File: src/hw/psq_defines.svh
`ifndef PSQ_DEFINES_SVH
`define PSQ_DEFINES_SVH
// Behaviour
// - Two-bit mode field per port, eight ports
// - Manual: one detect or classify per command
// - Manual: power on/off commands any time
// - Semi-auto: loop detection, power only on command
// - Standalone: auto power after good detection
// - Standalone valid only with strap held high
// - Shutdown: no detection, never power
// - Fault, disconnect or off command removes power
// - Any reset samples the two straps
// - Later strap changes ignored until reset, except standalone strap going low
// - Class sets trip and limit thresholds
// - Automatic thresholds only after standalone reset
// - Forced current, then forced voltage, both pass
// - Under one volt first step: short
// - Resistance bins short, low, good, high
// - Open, capacitance, voltage range, unknown codes
// - Semi-auto status refreshed every detection
// - Backoff 100ms, or 2s in midspan
// - High power semi-auto needs good, else fault
// - Detection off when disabled or shut down
// - Classify after good detect or on command

// ****************************************
// Timing
// ****************************************
`define PSQ_CLK_MHZ 100
`define PSQ_T_BACKOFF_MS 100
`define PSQ_T_BACKOFF_MID_S 2
`define PSQ_BACKOFF_CYC (`PSQ_T_BACKOFF_MS * 1000 * `PSQ_CLK_MHZ)
`define PSQ_BACKOFF_MID_CYC (`PSQ_T_BACKOFF_MID_S * 1000000 * `PSQ_CLK_MHZ)

// ****************************************
// Register offsets
// ****************************************
`define PSQ_OFS_CTRL 8'h00
`define PSQ_OFS_MODE 8'h04
`define PSQ_OFS_EN 8'h08
`define PSQ_OFS_CMD 8'h0c
`define PSQ_OFS_PWR 8'h10
`define PSQ_OFS_PSTAT 8'h20
`define PSQ_OFS_THR 8'h40
`define PSQ_POS_RST_ALL 0
`define PSQ_POS_HP_EN 1
`define PSQ_RST_THR {`PSQ_I_LIM_LO, `PSQ_I_CUT_C3}

// ****************************************
// Encodings
// ****************************************
`define PSQ_MODE_OFF 2'h0
`define PSQ_MODE_MAN 2'h1
`define PSQ_MODE_SEMI 2'h2
`define PSQ_MODE_AUTO 2'h3
`define PSQ_DET_UNKNOWN 3'h0
`define PSQ_DET_SHORT 3'h1
`define PSQ_DET_CPD_HIGH 3'h2
`define PSQ_DET_RSIG_LOW 3'h3
`define PSQ_DET_GOOD 3'h4
`define PSQ_DET_RSIG_HIGH 3'h5
`define PSQ_DET_OPEN 3'h6
`define PSQ_DET_VRANGE 3'h7
// Resistance bin edges in 100 ohm units
`define PSQ_R_SHORT 16'h0018
`define PSQ_R_LOW 16'h00aa
`define PSQ_R_HIGH 16'h0122
`define PSQ_R_OPEN 16'h01f4
// Thresholds in mA
`define PSQ_I_CUT_C1 10'h070
`define PSQ_I_CUT_C2 10'h0ce
`define PSQ_I_CUT_C3 10'h177
`define PSQ_I_CUT_C4 10'h27e
`define PSQ_I_LIM_LO 10'h1a9
`define PSQ_I_LIM_C4 10'h352
`endif

File: src/hw/psq_pkg.sv
package psq_pkg;
  typedef enum logic [2:0] {PSQ_IDLE, PSQ_FI, PSQ_FV, PSQ_CLS, PSQ_BO, PSQ_PWR} psq_st_t;
  // One measurement step result from the analog front end
  typedef struct packed {
    logic done;
    logic [15:0] signature_resistance;
    logic port_capacitance_high;
    logic v_over_10;
    logic v_under_1;
  } psq_meas_t;
  typedef struct packed {
    logic done;
    logic [2:0] pd_class;
  } psq_cls_t;
  typedef struct packed {
    logic [9:0] i_lim;
    logic [9:0] i_cut;
  } psq_thr_t;
endpackage : psq_pkg

File: src/hw/psq_top.sv
// Design decisions made here: the register addresses and register access over AXI4-Lite.
`timescale 1ns/1ps
`default_nettype none
`include "psq_defines.svh"
module psq_top #(
  parameter int BACKOFF_CYC = `PSQ_BACKOFF_CYC,
  parameter int BACKOFF_MID_CYC = `PSQ_BACKOFF_MID_CYC
) (
  input wire logic aclk,
  input wire logic aresetn,
  input wire logic [7:0] s_axi_awaddr,
  input wire logic s_axi_awvalid,
  output logic s_axi_awready,
  input wire logic [31:0] s_axi_wdata,
  input wire logic [3:0] s_axi_wstrb,
  input wire logic s_axi_wvalid,
  output logic s_axi_wready,
  output logic [1:0] s_axi_bresp,
  output logic s_axi_bvalid,
  input wire logic s_axi_bready,
  input wire logic [7:0] s_axi_araddr,
  input wire logic s_axi_arvalid,
  output logic s_axi_arready,
  output logic [31:0] s_axi_rdata,
  output logic [1:0] s_axi_rresp,
  output logic s_axi_rvalid,
  input wire logic s_axi_rready,
  input wire logic standalone_strap,
  input wire logic midspan_strap,
  input wire psq_pkg::psq_meas_t [7:0] meas,
  input wire psq_pkg::psq_cls_t [7:0] cls_res,
  input wire logic [7:0] ilim_fault,
  input wire logic [7:0] disc_evt,
  output logic [7:0] port_output_pin,
  output logic [7:0] fi_req,
  output logic [7:0] fv_req,
  output logic [7:0] cls_req,
  output psq_pkg::psq_thr_t [7:0] thr
);
  import psq_pkg::*;

  // ****************************************
  // Decode helpers
  // ****************************************
  function automatic logic reg_hit(input logic [7:0] a);
    reg_hit = (a == `PSQ_OFS_CTRL) || (a == `PSQ_OFS_MODE) || (a == `PSQ_OFS_EN) ||
              (a == `PSQ_OFS_CMD) || (a == `PSQ_OFS_PWR) ||
              (a[7:5] == 3'h1 && a[1:0] == 2'h0) || (a[7:5] == 3'h2 && a[1:0] == 2'h0);
  endfunction : reg_hit

  function automatic logic [31:0] strb_mask(input logic [3:0] s);
    strb_mask = {{8{s[3]}}, {8{s[2]}}, {8{s[1]}}, {8{s[0]}}};
  endfunction : strb_mask

  function automatic logic [2:0] r_bin(input logic [15:0] r);
    if (r < `PSQ_R_SHORT) r_bin = `PSQ_DET_SHORT;
    else if (r < `PSQ_R_LOW) r_bin = `PSQ_DET_RSIG_LOW;
    else if (r <= `PSQ_R_HIGH) r_bin = `PSQ_DET_GOOD;
    else if (r <= `PSQ_R_OPEN) r_bin = `PSQ_DET_RSIG_HIGH;
    else r_bin = `PSQ_DET_OPEN;
  endfunction : r_bin

  function automatic psq_thr_t class_thr(input logic [2:0] c);
    class_thr.i_lim = `PSQ_I_LIM_LO;
    unique case (c)
      3'h1: class_thr.i_cut = `PSQ_I_CUT_C1;
      3'h2: class_thr.i_cut = `PSQ_I_CUT_C2;
      3'h4:
      begin
        class_thr.i_cut = `PSQ_I_CUT_C4;
        class_thr.i_lim = `PSQ_I_LIM_C4;
      end
      default: class_thr.i_cut = `PSQ_I_CUT_C3;
    endcase
  endfunction : class_thr

  // ****************************************
  // Strap synchronisers and sampling
  // ****************************************
  logic [2:0] auto_s_ff, mid_s_ff;
  logic srst_ff, pend_ff, auto_lat_ff, mid_lat_ff;
  logic rst, auto_ok, strap_ld;
  logic nxt_pend, nxt_auto_lat, nxt_mid_lat;

  assign rst = !aresetn || srst_ff;
  assign strap_ld = pend_ff && (auto_s_ff[2] == auto_s_ff[1]) && (mid_s_ff[2] == mid_s_ff[1]);
  assign auto_ok = auto_lat_ff && auto_s_ff[2];

  always_comb
  begin
    nxt_pend = pend_ff;
    nxt_auto_lat = auto_lat_ff;
    nxt_mid_lat = mid_lat_ff;
    if (strap_ld)
    begin
      nxt_pend = 1'b0;
      nxt_auto_lat = auto_s_ff[2];
      nxt_mid_lat = mid_s_ff[2];
    end
  end

  always_ff @(posedge aclk)
  begin
    auto_s_ff <= {auto_s_ff[1:0], standalone_strap};
    mid_s_ff <= {mid_s_ff[1:0], midspan_strap};
    if (rst)
    begin
      pend_ff <= 1'b1;
      auto_lat_ff <= 1'b0;
      mid_lat_ff <= 1'b0;
    end
    else
    begin
      pend_ff <= nxt_pend;
      auto_lat_ff <= nxt_auto_lat;
      mid_lat_ff <= nxt_mid_lat;
    end
  end

  // ****************************************
  // AXI4-Lite slave and register file
  // ****************************************
  logic awready_ff, wready_ff, bvalid_ff, arready_ff, rvalid_ff;
  logic [1:0] bresp_ff, rresp_ff;
  logic [31:0] rdata_ff;
  logic nxt_awready, nxt_wready, nxt_bvalid, nxt_arready, nxt_rvalid, nxt_srst;
  logic [1:0] nxt_bresp, nxt_rresp;
  logic [31:0] nxt_rdata;
  logic [15:0] mode_ff, nxt_mode;
  logic [23:0] en_ff, nxt_en;
  logic hp_ff, nxt_hp;
  logic [7:0] tsf_ff, nxt_tsf;
  logic [31:0] cmd_ff, nxt_cmd;
  logic wr_en, rd_en;
  logic [31:0] wm;
  logic [7:0] thr_wr, tsf_set;
  logic [2:0] det_v [8];
  logic [2:0] cls_v [8];

  assign wr_en = awready_ff && s_axi_awvalid && wready_ff && s_axi_wvalid;
  assign rd_en = arready_ff && s_axi_arvalid;
  assign wm = strb_mask(s_axi_wstrb);

  always_comb
  begin
    nxt_awready = 1'b0;
    nxt_wready = 1'b0;
    nxt_arready = 1'b0;
    nxt_bvalid = bvalid_ff;
    nxt_bresp = bresp_ff;
    nxt_rvalid = rvalid_ff;
    nxt_rresp = rresp_ff;
    nxt_rdata = rdata_ff;
    nxt_mode = mode_ff;
    nxt_en = en_ff;
    nxt_hp = hp_ff;
    nxt_cmd = 32'h0000_0000;
    nxt_srst = 1'b0;
    nxt_tsf = tsf_ff | tsf_set;
    thr_wr = 8'h00;
    if (bvalid_ff && s_axi_bready)
      nxt_bvalid = 1'b0;
    if (!awready_ff && !bvalid_ff && s_axi_awvalid && s_axi_wvalid)
    begin
      nxt_awready = 1'b1;
      nxt_wready = 1'b1;
    end
    if (wr_en)
    begin
      nxt_bvalid = 1'b1;
      nxt_bresp = reg_hit(s_axi_awaddr) ? 2'h0 : 2'h2;
      unique case (1'b1)
        s_axi_awaddr == `PSQ_OFS_CTRL:
        begin
          nxt_srst = s_axi_wdata[`PSQ_POS_RST_ALL] && s_axi_wstrb[0];
          if (s_axi_wstrb[0])
            nxt_hp = s_axi_wdata[`PSQ_POS_HP_EN];
        end
        s_axi_awaddr == `PSQ_OFS_MODE:
          nxt_mode = (mode_ff & ~wm[15:0]) | (s_axi_wdata[15:0] & wm[15:0]);
        s_axi_awaddr == `PSQ_OFS_EN:
          nxt_en = (en_ff & ~wm[23:0]) | (s_axi_wdata[23:0] & wm[23:0]);
        s_axi_awaddr == `PSQ_OFS_CMD:
          nxt_cmd = s_axi_wdata & wm;
        s_axi_awaddr == `PSQ_OFS_PWR:
          nxt_tsf = tsf_set | (tsf_ff & ~(s_axi_wdata[15:8] & wm[15:8]));
        s_axi_awaddr[7:5] == 3'h2 && s_axi_awaddr[1:0] == 2'h0:
          thr_wr[s_axi_awaddr[4:2]] = 1'b1;
        default:
        begin
        end
      endcase
    end
    if (strap_ld)
    begin
      nxt_mode = auto_s_ff[2] ? 16'hffff : 16'h0000;
      nxt_en = auto_s_ff[2] ? 24'hff_ffff : 24'h00_0000;
    end
    if (rvalid_ff && s_axi_rready)
      nxt_rvalid = 1'b0;
    if (!arready_ff && !rvalid_ff && s_axi_arvalid)
      nxt_arready = 1'b1;
    if (rd_en)
    begin
      nxt_rvalid = 1'b1;
      nxt_rresp = reg_hit(s_axi_araddr) ? 2'h0 : 2'h2;
      nxt_rdata = 32'h0000_0000;
      unique case (1'b1)
        s_axi_araddr == `PSQ_OFS_CTRL: nxt_rdata[`PSQ_POS_HP_EN] = hp_ff;
        s_axi_araddr == `PSQ_OFS_MODE: nxt_rdata[15:0] = mode_ff;
        s_axi_araddr == `PSQ_OFS_EN: nxt_rdata[23:0] = en_ff;
        s_axi_araddr == `PSQ_OFS_PWR:
          nxt_rdata[17:0] = {mid_lat_ff, auto_lat_ff, tsf_ff, port_output_pin};
        s_axi_araddr[7:5] == 3'h1 && s_axi_araddr[1:0] == 2'h0:
          nxt_rdata[6:0] = {cls_v[s_axi_araddr[4:2]], 1'b0, det_v[s_axi_araddr[4:2]]};
        s_axi_araddr[7:5] == 3'h2 && s_axi_araddr[1:0] == 2'h0:
          nxt_rdata[25:0] = {thr[s_axi_araddr[4:2]].i_lim, 6'h00,
                             thr[s_axi_araddr[4:2]].i_cut};
        default:
        begin
        end
      endcase
    end
  end

  always_ff @(posedge aclk)
  begin
    if (!aresetn)
    begin
      awready_ff <= 1'b0;
      wready_ff <= 1'b0;
      bvalid_ff <= 1'b0;
      bresp_ff <= 2'h0;
      arready_ff <= 1'b0;
      rvalid_ff <= 1'b0;
      rresp_ff <= 2'h0;
      rdata_ff <= 32'h0000_0000;
      srst_ff <= 1'b0;
    end
    else
    begin
      awready_ff <= nxt_awready;
      wready_ff <= nxt_wready;
      bvalid_ff <= nxt_bvalid;
      bresp_ff <= nxt_bresp;
      arready_ff <= nxt_arready;
      rvalid_ff <= nxt_rvalid;
      rresp_ff <= nxt_rresp;
      rdata_ff <= nxt_rdata;
      srst_ff <= nxt_srst;
    end
    if (rst)
    begin
      mode_ff <= 16'h0000;
      en_ff <= 24'h00_0000;
      hp_ff <= 1'b0;
      tsf_ff <= 8'h00;
      cmd_ff <= 32'h0000_0000;
    end
    else
    begin
      mode_ff <= nxt_mode;
      en_ff <= nxt_en;
      hp_ff <= nxt_hp;
      tsf_ff <= nxt_tsf;
      cmd_ff <= nxt_cmd;
    end
  end

  assign s_axi_awready = awready_ff;
  assign s_axi_wready = wready_ff;
  assign s_axi_bvalid = bvalid_ff;
  assign s_axi_bresp = bresp_ff;
  assign s_axi_arready = arready_ff;
  assign s_axi_rvalid = rvalid_ff;
  assign s_axi_rresp = rresp_ff;
  assign s_axi_rdata = rdata_ff;

  // ****************************************
  // Per-port sequencers
  // ****************************************
  for (genvar p = 0; p < 8; p++)
  begin : g_port
    psq_st_t st_ff, nxt_st;
    logic [2:0] det_ff, nxt_det, cls_ff, nxt_cls, code;
    logic [27:0] bo_ff, nxt_bo;
    psq_thr_t thr_ff, nxt_thr;
    logic pwr_ff, fi_ff, fv_ff, cr_ff;
    logic [1:0] m;
    logic man, semi, auto_m, off, t_set;

    always_comb
    begin
      m = mode_ff[2*p +: 2];
      man = m == `PSQ_MODE_MAN;
      semi = m == `PSQ_MODE_SEMI;
      auto_m = (m == `PSQ_MODE_AUTO) && auto_ok;
      off = !(man || semi || auto_m);
      code = meas[p].v_under_1 ? `PSQ_DET_SHORT :
             meas[p].v_over_10 ? `PSQ_DET_VRANGE :
             meas[p].port_capacitance_high ? `PSQ_DET_CPD_HIGH :
             r_bin(meas[p].signature_resistance);
      nxt_st = st_ff;
      nxt_det = det_ff;
      nxt_cls = cls_ff;
      nxt_bo = bo_ff;
      nxt_thr = thr_ff;
      t_set = 1'b0;
      if (thr_wr[p])
      begin
        nxt_thr.i_cut = s_axi_wdata[9:0];
        nxt_thr.i_lim = s_axi_wdata[25:16];
      end
      unique case (st_ff)
        PSQ_IDLE:
          if (man && cmd_ff[p] && en_ff[p])
            nxt_st = PSQ_FI;
          else if (man && cmd_ff[8+p] && en_ff[8+p])
            nxt_st = PSQ_CLS;
          else if ((semi || auto_m) && en_ff[p])
            nxt_st = PSQ_FI;
        PSQ_FI:
          if (meas[p].done)
          begin
            if (code == `PSQ_DET_GOOD)
              nxt_st = PSQ_FV;
            else
            begin
              nxt_det = code;
              nxt_st = PSQ_IDLE;
            end
          end
        PSQ_FV:
          if (meas[p].done)
          begin
            nxt_det = code;
            if (code != `PSQ_DET_GOOD || man)
              nxt_st = PSQ_IDLE;
            else if (en_ff[8+p])
              nxt_st = PSQ_CLS;
            else if (auto_m)
            begin
              nxt_st = PSQ_PWR;
              nxt_thr = class_thr(3'h0);
            end
            else
            begin
              nxt_st = PSQ_BO;
              nxt_bo = mid_lat_ff ? 28'(BACKOFF_MID_CYC - 1) : 28'(BACKOFF_CYC - 1);
            end
          end
        PSQ_CLS:
          if (cls_res[p].done)
          begin
            nxt_cls = cls_res[p].pd_class;
            if (man)
              nxt_st = PSQ_IDLE;
            else if (auto_m)
            begin
              nxt_st = PSQ_PWR;
              nxt_thr = class_thr(cls_res[p].pd_class);
            end
            else
            begin
              nxt_st = PSQ_BO;
              nxt_bo = mid_lat_ff ? 28'(BACKOFF_MID_CYC - 1) : 28'(BACKOFF_CYC - 1);
            end
          end
        PSQ_BO:
          if (bo_ff == 28'h000_0000)
            nxt_st = PSQ_IDLE;
          else
            nxt_bo = bo_ff - 28'h000_0001;
        PSQ_PWR:
          if (ilim_fault[p] || (disc_evt[p] && en_ff[16+p]) || cmd_ff[24+p])
            nxt_st = PSQ_IDLE;
      endcase
      if (st_ff != PSQ_PWR && cmd_ff[16+p] && (man || semi || auto_m))
      begin
        if (semi && hp_ff && det_ff != `PSQ_DET_GOOD)
          t_set = 1'b1;
        else
          nxt_st = PSQ_PWR;
      end
      if (off)
        nxt_st = PSQ_IDLE;
    end

    always_ff @(posedge aclk)
    begin
      if (rst)
      begin
        st_ff <= PSQ_IDLE;
        det_ff <= `PSQ_DET_UNKNOWN;
        cls_ff <= 3'h0;
        bo_ff <= 28'h000_0000;
        thr_ff <= `PSQ_RST_THR;
        pwr_ff <= 1'b0;
        fi_ff <= 1'b0;
        fv_ff <= 1'b0;
        cr_ff <= 1'b0;
      end
      else
      begin
        st_ff <= nxt_st;
        det_ff <= nxt_det;
        cls_ff <= nxt_cls;
        bo_ff <= nxt_bo;
        thr_ff <= nxt_thr;
        pwr_ff <= nxt_st == PSQ_PWR;
        fi_ff <= nxt_st == PSQ_FI;
        fv_ff <= nxt_st == PSQ_FV;
        cr_ff <= nxt_st == PSQ_CLS;
      end
    end

    assign tsf_set[p] = t_set;
    assign det_v[p] = det_ff;
    assign cls_v[p] = cls_ff;
    assign port_output_pin[p] = pwr_ff;
    assign fi_req[p] = fi_ff;
    assign fv_req[p] = fv_ff;
    assign cls_req[p] = cr_ff;
    assign thr[p] = thr_ff;
  end
endmodule : psq_top
`default_nettype wire

File: config.mk
export PLATFORM = sky130hd
export DESIGN_NAME = psq_top
export DESIGN_NICKNAME = d
export VERILOG_FILES = /design/src/hw/psq_pkg.sv /design/src/hw/psq_top.sv
export VERILOG_INCLUDE_DIRS = /design/src /design/src/hw
export SDC_FILE = /design/constraint.sdc
export NUM_CORES = 2
export LEC_CHECK = 0
export ABC_CLOCK_PERIOD_IN_PS = 4500
export BUFFER_PORTS_ARGS = -buffer_cell sky130_fd_sc_hd__buf_2
export CAP_MARGIN = 20
export CORE_MARGIN = 4
export CORE_UTILIZATION = 55
export DETAILED_ROUTE_END_ITERATION = 16
export PLACE_DENSITY = 0.87
export SLEW_MARGIN = 40
export SYNTH_ARGS = -nofsm -noshare
export SYNTH_HDL_FRONTEND = slang
export SYNTH_SLANG_ARGS = --single-unit
export TNS_END_PERCENT = 30
File: constraint.sdc
create_clock -name aclk -period 4.5 [get_ports aclk]
set_clock_uncertainty 0.1 [all_clocks]
set_input_delay 0.45 -clock aclk [delete_from_list [all_inputs] [get_ports aclk]]
set_output_delay 0.45 -clock aclk [all_outputs]
set_load 0.02 [all_outputs]
==> impl_metrics.env <==
export IMPL_drt_iter0_markers=5366
export IMPL_ys_warn_count=0
export IMPL_drive_above_1_share_pct=17.9
export IMPL_synth_edf_count=0
export IMPL_wl_per_cell_um=24.2
export IMPL_synth_common_cells="dfxtp_1, nand2_1, nor2_1"
export IMPL_power_leakage_nw=16.2
export IMPL_max_stage_delay_ns=0.61
export IMPL_cts_sinks=611
export IMPL_critPathTopFamily="simple AND/OR/NAND/NOR gates"
export IMPL_cts_setup_buffers=0
export IMPL_whs_endpoint="s_axi_rvalid$_SDFFE_PN0P_"
export IMPL_ys_ff_latch=611
export IMPL_tightest_slew_ns=0.949
export IMPL_regToRegSetupSlack_ns=0.93
export IMPL_crit_cells=8
export IMPL_max_freq_ghz=0.280
export IMPL_period_share_pct=79.4
export IMPL_worstSkewPairLatency_ns=0.61
export IMPL_synth_top_cell_by_area="dfxtp_1"
export IMPL_die_x_um=263
export IMPL_slew_viol_final=0
export IMPL_max_vdd_ir_drop_v=0.000209
export IMPL_clk_pin_slew_ns=0.06
export IMPL_crit_buf_inv=1
export IMPL_grt_overflow=0
export IMPL_ys_seq_area_share_pct=34.2
export IMPL_coreArea_sq_um=64300
export IMPL_antenna_found_initial=17
export IMPL_status="completed"
export IMPL_dp_cells=5662
export IMPL_syn_to_final_growth_pct=14.8
export IMPL_ant_nets=0
export IMPL_grt_max_degree=72
export IMPL_async_flop_share_pct=0
export IMPL_start_util_pct=55.6
export IMPL_path_cells="nor2b_1, nand3_1, o32ai_1, nand2_1, nor2_1, buf_4, mux2i_1, a21oi_1"
export IMPL_power_density_nw_per_um2=303
export IMPL_start_kind="flop"
export IMPL_hold_slack_ns=0.0275
export IMPL_rows=93
export IMPL_final_cell_count_no_fill=5802
export IMPL_cts_buffer_depth=3
export IMPL_slowest_stage="dfxtp_1"
export IMPL_h_tree_depth=3
export IMPL_via_count=39000
export IMPL_netlist_area_sq_um=35700
export IMPL_post_cts_resized=0
export IMPL_final_fill_count=5522
export IMPL_cts_tree="yes"
export IMPL_cts_root_buf="clkbuf_16"
export IMPL_synth_ff_type="dfxtp_1"
export IMPL_worstReg2RegStart="g_port[1].st_ff[1]$_SDFF_PP0_"
export IMPL_total_power_mw=12.5
export IMPL_place_hpwl_um=105000
export IMPL_hp_class="in2reg"
export IMPL_syn_avg_cell_area_sq_um=7.85
export IMPL_grt_pass1_wl_um=210000
export IMPL_ff2ff_path_depth=8
export IMPL_endpoint_kind="flop"
export IMPL_vias_per_cell=6.73
export IMPL_synth_distinct_cells=103
export IMPL_hold_depth=3
export IMPL_worstPathArrival_ns=3.94
export IMPL_layout_nets=5197
export IMPL_crit_start="g_port[1].st_ff[1]$_SDFF_PP0_"
export IMPL_max_slew_margin_pct=36.4
export IMPL_postCtsHoldBufs=9
export IMPL_syn_inst=4556
export IMPL_place_congestion=1.06
export IMPL_numCtsBuffers=69
export IMPL_max_cap_violations=0
export IMPL_io_pins=502
export IMPL_synthTopCellsByArea="dfxtp_1, a21oi_1, nand2_1"
export IMPL_die_area_sq_um=69100
export IMPL_min_delay_start="s_axi_rready"
export IMPL_path_class="reg2reg"
export IMPL_tns_ns=0
export IMPL_cp_required_ns=4.86
export IMPL_dr_pass1_iters=8
export IMPL_r2r_end="g_port[1].bo_ff[12]$_SDFFE_PP0P_"
export IMPL_finalHoldViolations=0
export IMPL_track_usage_pct=37.9
export IMPL_first_global_vias=35200
export IMPL_synth_top_area_share_pct=34.2
export IMPL_grt_setup_unrepaired="no"
export IMPL_setup_viol=0
export IMPL_final_util_pct=63.8
export IMPL_drc=0
export IMPL_fp_dieH_um=263
export IMPL_routed_wl_um=141000
export IMPL_crit_path_max_fanout=14
export IMPL_port_buffers=493
export IMPL_layout_min_cycle_time_ns=3.57
export IMPL_synth_most_common_cell="dfxtp_1"
worst max path at each step:
stage / slack [ns] / to
6_report: 0.93 / g_port[1].bo_ff[12]$_SDFFE_PP0P_
5_1_grt: 0.66 / g_port[1].bo_ff[12]$_SDFFE_PP0P_
4_1_cts: 1.12 / g_port[1].bo_ff[12]$_SDFFE_PP0P_
3_5_place_dp: 0.83 / g_port[7].bo_ff[7]$_SDFFE_PP0P_
3_3_place_gp: 0.99 / g_port[7].bo_ff[7]$_SDFFE_PP0P_
2_1_floorplan: 1.68 / g_port[1].bo_ff[9]$_SDFFE_PP0P_
report_power, final:
group          internal, mW  switching, mW  total [mW]  leakage [nW]
registers              5.47          0.107        5.57          4.94
clock network          3.46           2.34        5.80          1.12
logic                 0.354          0.731        1.09          10.2
stage by stage:
stage                     setup WS [ns]  cell area (sq um)
after floorplan                    1.68              35800
after global placement            0.991              38500
after detailed placement          0.827              38600
after CTS                          1.12              40900
after global routing              0.664              41000
final                             0.928              41100
routing by layer:
layer / wire (um) / global-route usage [%] / up-vias
li1: - / - / 17600
met1: 52300 / 48.8 / 18200
met2: 59500 / 56.2 / 2687
met3: 18200 / 10.3 / 578
met4: 10500 / 24.2 / 14
met5: 95 / 0 / -
state kept, by name, summed over array words and instances, names as in the netlist, 24 cells and up, named ones only:
name and count:
cmd_ff 32, g_port.bo_ff 224, g_port.cls_ff 24, g_port.det_ff 24, g_port.st_ff 24, s_axi_rdata 26
thr 160
placed cells by master, fill, tap and decap left out, drive strengths merged, types with 52 or more instances in the layout:
| cell | instances |
|---|---|
| o21ai | 333 |
| mux2i | 132 |
| nor2 | 464 |
| mux4 | 52 |
| clkbuf | 94 |
| buf | 568 |
| a31oi | 95 |
| nor4 | 90 |
| a211oi | 78 |
| nand3 | 130 |
| dfxtp | 611 |
| nand2b | 58 |
| inv | 97 |
| nor3 | 190 |
| and3 | 74 |
| nand2 | 486 |
| or3 | 63 |
| a21oi | 421 |
worst min-delay path, cell delays in order:
cell and delay, ns:
buf_2 0.07, nand2b_1 0.08, a21boi_0 0.07
area by class of cell:
type	instances	area [sq um]	area share [%]
multi-input combinational	3531	21900	53.3
sequential	611	12200	29.8
timing repair buffer	577	3170	7.72
clock buffer	94	1970	4.81
tap	855	1070	2.61
inverter	98	368	0.896
clock inverter	23	305	0.744
antenna	13	32.5	0.0792
kinds of logic (layout without fill, tap and decap cells):
kind of cell    Yosys count  count (layout)  share of synthesized area (%)
simple gates           1857            1857                           26.0
compound gates         1377            1377                           24.7
flops                   611             611                           34.2
buf+inv                 421             792                           5.02
mux                     202             202                           7.54
xor+xnor                 47              47                           1.15
fa+ha+maj                40              40                           1.40
other cells               1              21                         0.0105
Note: power is estimated with default switching activity, not from simulation.
